==> src/hdl/pae_pkg.sv <==
// constants and types for the process alarm evaluator
// Overview of operation
// - three independent alarm channels, one to three, each with its own on/off result
// - a channel drives its contact only when routed to an output
// - on/off decision comes from type code, alarm value and hysteresis together
// - contact state while alarm is active is selectable open or closed
// - type 1 is upper-and-lower deviation; negative alarm value keeps it always on
// - types 1-7 relative to set point, 8-11 absolute; 5,6,7,10,11 use standby
// - each channel holds its own type code, reset to 2, upper deviation
// - comparison follows the alarm value sign; types 4 and 5 negative mean always off
// - alarm values stored per pattern; running pattern's values are compared
// - heating control period resets to 20 seconds
// - per-channel hysteresis, default 0.02 percent of full scale, on switching
// - open-in-alarm inverts the output; close-in-alarm, the default, passes it
// - standby types stay off until value leaves the alarm range then re-enters
package pae_pkg;
  localparam int NCH = 3;
  localparam int NPAT = 8;
  localparam int AW = 8;
  localparam int DW = 32;
  localparam int VW = 16;
  localparam int TW = 4;
  localparam int PW = 3;
  localparam int CW = 8;
  localparam int HW = 25;
  // register byte addresses
  localparam logic [AW-1:0] AD_CTRL = 8'h00;
  localparam logic [AW-1:0] AD_TYPE0 = 8'h04;
  localparam logic [AW-1:0] AD_HYST0 = 8'h10;
  localparam logic [AW-1:0] AD_CP = 8'h20;
  localparam logic [AW-1:0] AD_MENU = 8'h24;
  localparam logic [AW-1:0] AD_STAT = 8'h28;
  localparam logic [AW-1:0] REG_STEP = 8'h04;
  // alarm value table: bit 7 set, pattern in [6:4], channel in [3:2]
  localparam int AV_SEL_BIT = 7;
  localparam int AV_PAT_LSB = 4;
  localparam int AV_CH_LSB = 2;
  localparam int AV_CH_W = 2;
  // field positions
  localparam int CTRL_ROUTE_LSB = 0;
  localparam int CTRL_OPEN_LSB = 4;
  localparam int ST_ALM_LSB = 0;
  localparam int ST_SB_LSB = 4;
  localparam int ST_MODE_LSB = 8;
  localparam int ST_PAT_LSB = 12;
  localparam int MENU_W = 2;
  // alarm type codes
  localparam logic [TW-1:0] T_UL_DEV = 4'h1;
  localparam logic [TW-1:0] T_UP_DEV = 4'h2;
  localparam logic [TW-1:0] T_LO_DEV = 4'h3;
  localparam logic [TW-1:0] T_RNG_DEV = 4'h4;
  localparam logic [TW-1:0] T_UL_SB = 4'h5;
  localparam logic [TW-1:0] T_UP_SB = 4'h6;
  localparam logic [TW-1:0] T_LO_SB = 4'h7;
  localparam logic [TW-1:0] T_UP_ABS = 4'h8;
  localparam logic [TW-1:0] T_LO_ABS = 4'h9;
  localparam logic [TW-1:0] T_UP_ABS_SB = 4'ha;
  localparam logic [TW-1:0] T_LO_ABS_SB = 4'hb;
  // reset values
  localparam logic [TW-1:0] TYPE_RST = T_UP_DEV;
  localparam logic [VW-1:0] HYST_RST = 16'h0002;
  localparam logic [VW-1:0] AV_RST = 16'h0000;
  localparam int CP_HEAT_S = 32'h0000_0014;
  localparam logic [CW-1:0] CP_RST = CW'(CP_HEAT_S);
  localparam logic [NCH-1:0] ROUTE_RST = 3'h7;
  localparam logic [NCH-1:0] OPEN_RST = 3'h0;
  // timing
  localparam int CLK_HZ = 32'h0131_2d00;
  localparam int KEY_HOLD_MS = 32'h0000_03e8;
  localparam int MS_PER_S = 32'h0000_03e8;
  localparam int KEY_HOLD_CYC = (CLK_HZ / MS_PER_S) * KEY_HOLD_MS;
  typedef enum logic [1:0] {MODE_MENU, MODE_SETUP, MODE_LVL1} pae_mode_e;
endpackage

==> src/hdl/pae_chan.sv <==
// one alarm channel: comparison, hysteresis and standby sequence
`timescale 1ns/1ps
module pae_chan (
  // clock and reset
  input wire logic clk_i,
  input wire logic reset_n_i,
  // settings
  input wire logic [pae_pkg::TW-1:0] type_i,
  input wire logic signed [pae_pkg::VW-1:0] av_i,
  input wire logic [pae_pkg::VW-1:0] hyst_i,
  input wire logic restart_i,
  // process values
  input wire logic signed [pae_pkg::VW-1:0] pv_i,
  input wire logic signed [pae_pkg::VW-1:0] sp_i,
  // result
  output logic alarm_o,
  output logic armed_o
);
  localparam int EW = pae_pkg::VW + 2;
  typedef struct packed {
    logic inr;
    logic armed;
    logic alarm;
  } pae_chan_s;
  pae_chan_s q, d;
  logic signed [EW-1:0] dv, x, nx, lt, h;
  logic dev, sb, neg, hi_on, hi_off, lo_on, lo_off, in_on, in_off, on, off, f_on, f_off;

  always_comb begin
    dev = (type_i >= pae_pkg::T_UL_DEV) && (type_i <= pae_pkg::T_LO_SB);
    sb = type_i inside {pae_pkg::T_UL_SB, pae_pkg::T_UP_SB, pae_pkg::T_LO_SB,
                        pae_pkg::T_UP_ABS_SB, pae_pkg::T_LO_ABS_SB};
    neg = av_i[pae_pkg::VW-1];
    x = EW'(av_i);
    nx = -x;
    h = signed'(EW'(hyst_i));
    // deviation from set point or absolute value
    dv = dev ? EW'(pv_i) - EW'(sp_i) : EW'(pv_i);
    lt = dev ? nx : x;
    hi_on = dv > x;
    hi_off = dv <= x - h;
    lo_on = dv < lt;
    lo_off = dv >= lt + h;
    in_on = (dv <= x) && (dv >= nx);
    in_off = (dv > x + h) || (dv < nx - h);
    f_on = 1'b0;
    f_off = 1'b0;
    unique case (type_i)
      pae_pkg::T_UL_DEV, pae_pkg::T_UL_SB: begin
        on = hi_on || lo_on;
        off = hi_off && lo_off;
      end
      pae_pkg::T_UP_DEV, pae_pkg::T_UP_SB, pae_pkg::T_UP_ABS, pae_pkg::T_UP_ABS_SB: begin
        on = hi_on;
        off = hi_off;
      end
      pae_pkg::T_LO_DEV, pae_pkg::T_LO_SB, pae_pkg::T_LO_ABS, pae_pkg::T_LO_ABS_SB: begin
        on = lo_on;
        off = lo_off;
      end
      pae_pkg::T_RNG_DEV: begin
        on = in_on;
        off = in_off;
      end
      default: begin
        on = 1'b0;
        off = 1'b1;
        f_off = 1'b1;
      end
    endcase
    // type 1 negative value always on
    if (neg && type_i == pae_pkg::T_UL_DEV) begin
      f_on = 1'b1;
    end
    // types 4 and 5 negative value always off
    if (neg && (type_i == pae_pkg::T_RNG_DEV || type_i == pae_pkg::T_UL_SB)) begin
      f_off = 1'b1;
    end
    d = q;
    if (f_on) begin
      d.inr = 1'b1;
    end else if (f_off) begin
      d.inr = 1'b0;
    end else begin
      d.inr = q.inr ? !off : on;
    end
    // standby holds off until the range is left once
    if (!sb) begin
      d.armed = 1'b0;
    end else if (restart_i) begin
      d.armed = 1'b1;
    end else begin
      d.armed = q.armed && d.inr;
    end
    d.alarm = d.inr && !d.armed;
  end

  always_ff @(posedge clk_i or negedge reset_n_i) begin
    if (!reset_n_i) begin
      q <= '{inr: 1'b0, armed: 1'b1, alarm: 1'b0};
    end else begin
      q <= d;
    end
  end

  assign alarm_o = q.alarm;
  assign armed_o = q.armed;
endmodule

==> src/hdl/pae_top.sv <==
// process alarm evaluator: registers, channel array, contacts and key hold
`timescale 1ns/1ps
module pae_top #(
  parameter int unsigned KEY_HOLD_CYC = pae_pkg::KEY_HOLD_CYC
) (
  // clock and reset
  input wire logic clk_i,
  input wire logic reset_n_i,
  // register port
  input wire logic [pae_pkg::AW-1:0] addr_i,
  input wire logic [pae_pkg::DW-1:0] wdata_i,
  input wire logic wr_i,
  input wire logic rd_i,
  output logic [pae_pkg::DW-1:0] rdata_o,
  // process side
  input wire logic signed [pae_pkg::VW-1:0] pv_i,
  input wire logic signed [pae_pkg::VW-1:0] sp_i,
  input wire logic [pae_pkg::PW-1:0] pattern_i,
  input wire logic restart_i,
  // operator key pin
  input wire logic mode_key_i,
  // outputs
  output logic [pae_pkg::NCH-1:0] contact_o,
  output logic [1:0] mode_o,
  output logic [pae_pkg::CW-1:0] cp_heat_o
);
  localparam int NCH = pae_pkg::NCH;
  localparam int VW = pae_pkg::VW;
  localparam logic [pae_pkg::HW-1:0] HOLD_LAST = pae_pkg::HW'(KEY_HOLD_CYC - 1);

  typedef struct packed {
    logic [NCH-1:0] route;
    logic [NCH-1:0] openp;
    logic [NCH-1:0][pae_pkg::TW-1:0] typ;
    logic [NCH-1:0][VW-1:0] hyst;
    logic [pae_pkg::CW-1:0] cp;
    logic [pae_pkg::NPAT-1:0][NCH-1:0][VW-1:0] av;
    pae_pkg::pae_mode_e target;
    pae_pkg::pae_mode_e mode;
    logic [pae_pkg::HW-1:0] hold;
    logic key_s1;
    logic key_s2;
    logic [pae_pkg::PW-1:0] pat;
    logic restart;
    logic [NCH-1:0] contact;
    logic [pae_pkg::DW-1:0] rdata;
  } pae_top_s;

  pae_top_s q, d;
  logic [NCH-1:0] alm;
  logic [NCH-1:0] armed;
  logic av_hit;
  logic [pae_pkg::PW-1:0] av_pat;
  logic [pae_pkg::AV_CH_W-1:0] av_ch;

  for (genvar g = 0; g < NCH; g++) begin : g_ch
    pae_chan u_chan (
      .clk_i(clk_i),
      .reset_n_i(reset_n_i),
      .type_i(q.typ[g]),
      .av_i(signed'(q.av[q.pat][g])),
      .hyst_i(q.hyst[g]),
      .restart_i(q.restart),
      .pv_i(pv_i),
      .sp_i(sp_i),
      .alarm_o(alm[g]),
      .armed_o(armed[g])
    );
  end

  always_comb begin
    d = q;
    av_hit = addr_i[pae_pkg::AV_SEL_BIT] &&
             (addr_i[pae_pkg::AV_CH_LSB +: pae_pkg::AV_CH_W] < pae_pkg::AV_CH_W'(NCH));
    av_pat = addr_i[pae_pkg::AV_PAT_LSB +: pae_pkg::PW];
    av_ch = addr_i[pae_pkg::AV_CH_LSB +: pae_pkg::AV_CH_W];
    d.restart = restart_i;
    // running pattern follows the program stepper; a change restarts standby
    d.pat = pattern_i;
    if (pattern_i != q.pat) begin
      d.restart = 1'b1;
    end
    // register writes
    if (wr_i) begin
      if (addr_i == pae_pkg::AD_CTRL) begin
        d.route = wdata_i[pae_pkg::CTRL_ROUTE_LSB +: NCH];
        d.openp = wdata_i[pae_pkg::CTRL_OPEN_LSB +: NCH];
      end
      for (int i = 0; i < NCH; i++) begin
        if (addr_i == pae_pkg::AD_TYPE0 + pae_pkg::AW'(i) * pae_pkg::REG_STEP) begin
          d.typ[i] = wdata_i[pae_pkg::TW-1:0];
          d.restart = 1'b1;
        end
        if (addr_i == pae_pkg::AD_HYST0 + pae_pkg::AW'(i) * pae_pkg::REG_STEP) begin
          d.hyst[i] = wdata_i[VW-1:0];
        end
      end
      if (addr_i == pae_pkg::AD_CP) begin
        d.cp = wdata_i[pae_pkg::CW-1:0];
      end
      if (addr_i == pae_pkg::AD_MENU) begin
        d.target = pae_pkg::pae_mode_e'(wdata_i[pae_pkg::MENU_W-1:0]);
        d.mode = pae_pkg::MODE_MENU;
      end
      if (av_hit) begin
        d.av[av_pat][av_ch] = wdata_i[VW-1:0];
        if (av_pat == q.pat) begin
          d.restart = 1'b1;
        end
      end
    end
    // register reads, data valid the cycle after the strobe only
    d.rdata = '0;
    if (rd_i) begin
      if (addr_i == pae_pkg::AD_CTRL) begin
        d.rdata[pae_pkg::CTRL_ROUTE_LSB +: NCH] = q.route;
        d.rdata[pae_pkg::CTRL_OPEN_LSB +: NCH] = q.openp;
      end
      for (int i = 0; i < NCH; i++) begin
        if (addr_i == pae_pkg::AD_TYPE0 + pae_pkg::AW'(i) * pae_pkg::REG_STEP) begin
          d.rdata[pae_pkg::TW-1:0] = q.typ[i];
        end
        if (addr_i == pae_pkg::AD_HYST0 + pae_pkg::AW'(i) * pae_pkg::REG_STEP) begin
          d.rdata[VW-1:0] = q.hyst[i];
        end
      end
      if (addr_i == pae_pkg::AD_CP) begin
        d.rdata[pae_pkg::CW-1:0] = q.cp;
      end
      if (addr_i == pae_pkg::AD_MENU) begin
        d.rdata[pae_pkg::MENU_W-1:0] = q.target;
      end
      if (addr_i == pae_pkg::AD_STAT) begin
        d.rdata[pae_pkg::ST_ALM_LSB +: NCH] = alm;
        d.rdata[pae_pkg::ST_SB_LSB +: NCH] = armed;
        d.rdata[pae_pkg::ST_MODE_LSB +: pae_pkg::MENU_W] = q.mode;
        d.rdata[pae_pkg::ST_PAT_LSB +: pae_pkg::PW] = q.pat;
      end
      if (av_hit) begin
        d.rdata[VW-1:0] = q.av[av_pat][av_ch];
      end
    end
    // key pin synchroniser
    d.key_s1 = mode_key_i;
    d.key_s2 = q.key_s1;
    // key held one second enters the selected mode
    d.hold = '0;
    if (q.mode == pae_pkg::MODE_MENU && q.key_s2 &&
        (q.target == pae_pkg::MODE_SETUP || q.target == pae_pkg::MODE_LVL1) &&
        !(wr_i && addr_i == pae_pkg::AD_MENU)) begin
      if (q.hold == HOLD_LAST) begin
        d.mode = q.target;
      end else begin
        d.hold = q.hold + 1'b1;
      end
    end
    d.contact = q.route & (alm ^ q.openp);
  end

  always_ff @(posedge clk_i or negedge reset_n_i) begin
    if (!reset_n_i) begin
      q.route <= pae_pkg::ROUTE_RST;
      q.openp <= pae_pkg::OPEN_RST;
      q.typ <= {NCH{pae_pkg::TYPE_RST}};
      q.hyst <= {NCH{pae_pkg::HYST_RST}};
      q.cp <= pae_pkg::CP_RST;
      q.av <= {(pae_pkg::NPAT * NCH){pae_pkg::AV_RST}};
      q.target <= pae_pkg::MODE_MENU;
      q.mode <= pae_pkg::MODE_MENU;
      q.hold <= '0;
      q.key_s1 <= 1'b0;
      q.key_s2 <= 1'b0;
      q.pat <= '0;
      q.restart <= 1'b1;
      q.contact <= '0;
      q.rdata <= '0;
    end else begin
      q <= d;
    end
  end

  assign rdata_o = q.rdata;
  assign contact_o = q.contact;
  assign mode_o = q.mode;
  assign cp_heat_o = q.cp;
endmodule

==> config.mk <==
export PLATFORM = sky130hd
export DESIGN_NAME = pae_top
export DESIGN_NICKNAME = d
export VERILOG_FILES = /design/src/hdl/pae_pkg.sv /design/src/hdl/pae_chan.sv /design/src/hdl/pae_top.sv
export SDC_FILE = /design/constraint.sdc
export NUM_CORES = 2
export LEC_CHECK = 0
export ABC_AREA = 1
export ABC_CLOCK_PERIOD_IN_PS = 7700
export BUFFER_PORTS_ARGS = -buffer_cell sky130_fd_sc_hd__buf_2
export CORE_MARGIN = 8
export CORE_UTILIZATION = 40
export CTS_CLUSTER_DIAMETER = 80
export CTS_CLUSTER_SIZE = 10
export DETAILED_ROUTE_END_ITERATION = 8
export PLACE_DENSITY = 0.63
export SLEW_MARGIN = 20
export SYNTH_ARGS = -nofsm -noshare
export SYNTH_HDL_FRONTEND = slang
export SYNTH_SLANG_ARGS = --single-unit
==> constraint.sdc <==
create_clock -name clk_i -period 7.7 [get_ports clk_i]
set_input_delay 0.385 -clock clk_i [delete_from_list [all_inputs] [get_ports clk_i]]
set_output_delay 0.385 -clock clk_i [all_outputs]
set_load 0.02 [all_outputs]
## Yosys cells after proc, flatten, opt, wreduce, memory -nomap -nowiden

Cells that the tools add are included.

| storage, ports and cells | value |
|---|---|
| flip-flop bits (word level) | 521 |
| output and inout bits | 45 |
| logic and storage cells | 300 |

| operators by class | value |
|---|---|
| add/subtract/negate cells | 17 |
| order comparisons | 36 |
| equality and inequality tests | 47 |
| muxes and demuxes | 75 |
| bitwise gates (word level) | 2 |
| reduce and logical (&&, ||, !) cells | 72 |

Operators with widths:

| kind | count |
|---|---|
| 384-bit bitwise mux | 1 |
| 48-bit binary-select mux with 3-bit select | 2 |
| 48-bit demux with 3-bit select | 1 |
| 48-bit 2-to-1 mux | 3 |
| 16-bit 2-to-1 mux | 7 |
| 18-bit >= comparator | 6 |
| 18-bit < comparator | 6 |
| 18-bit 2-to-1 mux | 6 |
| 16-bit by 17-bit adder with 18-bit output | 3 |
| 18-bit by 17-bit adder with 18-bit output | 3 |
| 18-bit by 16-bit > comparator with 1-bit output | 3 |
| 18-bit > comparator | 3 |
| 18-bit by 16-bit less-or-equal comparator with 1-bit output | 3 |
| 18-bit less-or-equal comparator | 3 |
| 16-bit negator with 18-bit output | 3 |
| 16-bit by 17-bit subtractor with 18-bit output | 3 |
| 18-bit by 17-bit subtractor with 18-bit output | 3 |
| 4-bit by 3-bit equality test with 1-bit output, second input constant | 12 |
| 4-bit equality test, second input constant | 12 |
| 11-bit OR reduction | 3 |
| 16-bit binary-select mux with 2-bit select | 1 |
| 16-bit demux with 2-bit select | 1 |
| 1-bit 2-to-1 mux | 31 |
| 1-bit logical AND | 28 |
| 37 further kinds | 102 |

## Depth between registers and ports, before layout

| depth | value |
|---|---|
| depth after elaboration | 17 |
| mapped depth | 49 |

## Cells and area by module

Synthesis repeated with hierarchy kept, for this count alone.

| second synthesis, totals | value |
|---|---|
| cell total of the unflattened synthesis | 7199 |
| area total of the unflattened synthesis | 49431.2 sq um |

Modules (own cells, without submodules):

| module | instances | cells an instance | area each (sq um) | seq. area each (sq um) |
|---|---|---|---|---|
| pae_top | 1 | 3426 | 26354.0 | 12827.3 |
| pae_chan (g_ch[2].u_chan) | 1 | 1262 | 7729.9 | 76.3 |
| pae_chan (g_ch[0].u_chan) | 1 | 1260 | 7714.9 | 76.3 |
| pae_chan (g_ch[1].u_chan) | 1 | 1251 | 7632.3 | 76.3 |

## Least setup slack after synthesis

No wires, ideal clock.

| timing path | value |
|---|---|
| kind | register to register |
| start | register q[36] in the netlist's numbering |
| end | register g_ch[0].u_chan.q (netlist bit g_ch[0].u_chan.alarm_o) |
| setup time | 0.124 ns |
| data arrival time | 5.219 ns |
| required time | 7.576 ns |
| path slack | 2.357 ns |
| stages on the path, launching flop included | 44 |
| clock period less this slack | 5.343 ns |
| cell sequence | dfrtp_1 buf_6 inv_4 buf_6 buf_6 o21ai_0 o21ai_0 nand2_1 o21ai_1 inv_1 ha_1 inv_1 xor2_1 inv_1 o21ai_0 inv_1 ha_1 nand2_1 (+8 left out) xnor2_1 ha_1 nand2_1 inv_1 nand3_1 nor2_1 o2111ai_1 nand3_1 xor2_1 nand2_1 nand2_1 nand2_1 nand2_1 nand2_1 nand2_1 nand2_1 nand2_1 a21oi_1 |

RTL lines:

| what | line | RTL |
|---|---|---|
| from (decl) | pae_top.sv:49 | `pae_top_s q, d;` |
| to (signal assigned) | pae_chan.sv:100 | `q <= '{inr: 1'b0, armed: 1'b1, alarm: 1'b0};` |
| to (decl) | pae_chan.sv:25 | `pae_chan_s q, d;` |

==> impl_results.md <==
- Clock-pin transition on the worst setup and hold timing paths: roughly 0.060 ns
- Fillers: 12,201
- RSZ-0062 raised after global routing: no
- Top cells by area, synth: dfrtp_1 (27%), ha_1 (15%), nand2_1 (11%), o21ai_0 (9.1%), a21oi_1 (6.4%)
- CTS tree: done
- Clock Latency Late Sink: 0.65 ns
- GRT Total Usage: 0.2582
- Max Cap Viol: 0
- Drt via density: roughly 5.7
- Yosys top cell by area: dfrtp_1
- Critical Path Source Type: flop
- Slowest CP cell: dfrtp_4
- Drt first-iter violations: 4,976
- First-pass GRT wire length: 262.9 mm
- Number of flops mapped to enable cells by yosys: 0
- Layout cell share with drive strength beyond 1: 0.06317
- Synth Cell Area: 0.04728 mm^2
- WHS Path Cells: 3
- Core Region: roughly 0.12 mm^2
- Slew Limit Headroom: 0.1845
- Final HPWL DP: 130.6 mm
- Synth-to-Final Area Change: 7.404%
- Routed WL: 174.9 mm
- Fin. max-slew vios: 0
- Critical Path RT: 8.19 ns
- Via Count: 46,300
- Drt drc: 0
- I/O pins: between 100 and 150
- Std cell rows: 126
- Seq/Total Area, Yosys: 0.2761
- Post-route ant nets: 0
- Min-Delay Endpoint: q[35]
- Die Y: 359.8 um
- Leak: approximately 25 nW
- Critical path fanouts, max: 53
- Share of the synthesized area in the top cell type: 0.2678
- Worst hold path type: input pin to flop
- TritonCTS buffer count: between 50 and 60
- Area occupied by registers: 0.01307 mm^2
- Clock Path Buffers: 3
- Die X: approximately 360 um
- Mean Syn Cell Area: between 7 and 8 um^2
- Placed cell area: just under 0.05 mm^2
- Setup Skew: 0.04135 ns
- Htree depth: 2
- Antenna violations before repair: 11
- Congestion Overflow GR: 0
- Warnings from Yosys: 0
- Clock Sinks: 521
- Peak Freq: 0.1434 GHz
- Ys async rst share: 1.000
- Worst r2r src: q[36]
- Post-CTS setup buffer count: 0
- Finished Cell Area: 0.05078 mm^2
- Vias in the first global route: 43,375
- Multi-input logic area: ~0.03 mm^2
- Nets: 7,276
- Cells after synthesis: 6,668
- Outcome: completed
- Initial Util: 0.4020
- Setup TNS Final: 0 ns
- Worst-margin pin slew: 1.222 ns
- Worst Reg-to-Reg Cells: 41
- Final GP Congestion: 0.9643
- WL/cell: ~21 um
- Hold Vio Cnt, Final: 0
- Final period util: 0.9059
- Worst Hold Launch: restart_i
- Pwr dens: around 200 mW/mm^2
- VDD IR max: 210.3 uV
- Reg2reg setup slack: between 0.7 and 0.8 ns
- Port-buffer cells: 93
- Ys flop type: dfrtp_1
- Crit path largest cell delay: 0.68 ns
- Arrival @ worst endpoint: 7.47 ns
- Pre-antenna DRT Iters: 6
- Final core utilization: 0.4318
- RR Endpoint: g_ch[0].u_chan.alarm_o
- Min Tclk post-route: 6.976 ns
- Cell variety after synth: 61
- CP endpoint kind: flop
- Setup CP Type: flop to flop
- Final setup violation count: 0
- Die ar.: 0.1295 mm^2
- Synth Register Bits: 521
- Largest net degree at the start of global routing: 149
- Worst path most repeated cell: nand2_1
- Clock root buffer: clkbuf_16
-- synthesized netlist by cell type, types with 19 or more instances --
cell type,n
nand2_2,24
buf_2,32
nand2_1,1393
a21o_1,21
xnor2_1,65
nand4_1,64
o21ai_0,856
nor3_1,55
inv_1,800
a211oi_1,31
buf_6,22
a21oi_1,609
clkbuf_1,239
o21bai_1,32
o211ai_1,60
o221ai_1,106
a31oi_1,19
o21ai_1,83
buf_4,61
xor2_1,167
nor2_1,416
ha_1,572
dfrtp_1,506
nand3_1,186
o22ai_1,23
-- layer usage --
layer | global-route usage | up-vias | routed length, um
li1 | - | 22243 | -
met1 | 0.3559 | 21811 | 76120
met2 | 0.4028 | 1932 | 75390
met5 | 0 | - | 29
met3 | 0.04631 | 308 | 15810
met4 | 0.09650 | 6 | 7517
-- worst max path at each step --
stage	from	to	slack (ns)	cells past startpoint
6_report	q[36]	g_ch[0].u_chan.alarm_o	0.72	41
2_1_floorplan	q[36]	g_ch[0].u_chan.alarm_o	2.36	43
3_5_place_dp	q[36]	g_ch[0].u_chan.alarm_o	0.67	40
5_1_grt	q[36]	g_ch[2].u_chan.armed_o	0.04	45
3_3_place_gp	q[37]	g_ch[1].u_chan.alarm_o	0.75	45
4_1_cts	q[36]	g_ch[0].u_chan.armed_o	0.62	39
-- worst max-delay path, delay by kind of cell, from the launching register on --
family          cells  cell delay, ns
buf+inv             4            0.83
xor+xnor            2            0.30
fa+ha+maj           2            0.67
compound gates     13            2.38
simple gates       20            1.96
flops               1            0.68
-- layout make-up --
class                      count  share of cell area
multi-input combinational   4979              0.5806
sequential                   521              0.2573
inverter                     823             0.06105
tap                         1536             0.03784
clock buffer                  78             0.03090
timing repair buffer         226             0.03006
clock inverter                 6            0.001996
antenna                        6           0.0002957
-- flip-flops by register name, indices dropped and copies added, names as in the netlist --
name	flops
q	482
rdata_o	16
cp_heat_o	8
contact_o	3
g_ch.u_chan.alarm_o	3
g_ch.u_chan.armed_o	3
g_ch.u_chan.q	3
mode_o	2
d	1
-- repair_timing --
action	CTS	global route
hold endpoints to repair	97	0
hold buffers	5	0
endpoints found under the setup margin	0	6
gates resized for setup	0	4
-- per-stage QoR --
| step | hold WS [ns] | std cells | power [mW] | worst slack, ns |
|---|---|---|---|---|
| 3_3_place_gp | 0.3376 | 8079 | 7.398 | 0.7535 |
| 2_1_floorplan | 0.08941 | 6683 | 6.214 | 2.357 |
| 6_report | 0.1004 | 8175 | 10.12 | 0.7242 |
| 3_5_place_dp | 0.3457 | 8079 | 7.499 | 0.6715 |
| 5_1_grt | 0.08107 | 8170 | 10.85 | 0.04466 |
| 4_1_cts | 0.06677 | 8168 | 10.11 | 0.6187 |
-- placed cells by master, fill, tap and decap left out, types with 65 or more instances in the layout --
master    synthesis  layout
o221ai_1        106     106
o21ai_0         856     850
buf_2            32      91
nand2_1        1393    1392
inv_1           800     798
o21ai_1          83      88
xnor2_1          65      65
nand3_1         186     186
xor2_1          167     167
dfrtp_1         506     503
buf_4            61     125
ha_1            572     572
a21oi_1         609     606
nor2_1          416     403
-- kinds of logic after synthesis --
| logic type | synth area share |
|---|---|
| buf+inv | 0.1032 |
| fa+ha+maj | 0.1569 |
| other cells | 0.00007931 |
| compound gates | 0.2303 |
| simple gates | 0.1901 |
| flops | 0.2761 |
| xor+xnor | 0.04332 |
-- power breakdown --
group | total, mW | internal, mW | switching (mW) | leakage, nW
clock network | 2.60 | 1.44 | 1.16 | 0.805
logic | 4.24 | 1.48 | 2.76 | 17.5
registers | 3.29 | 3.07 | 0.223 | 6.48
total | 10.1 | 5.99 | 4.14 | 24.7
Note: power is estimated with default switching activity, not from simulation.
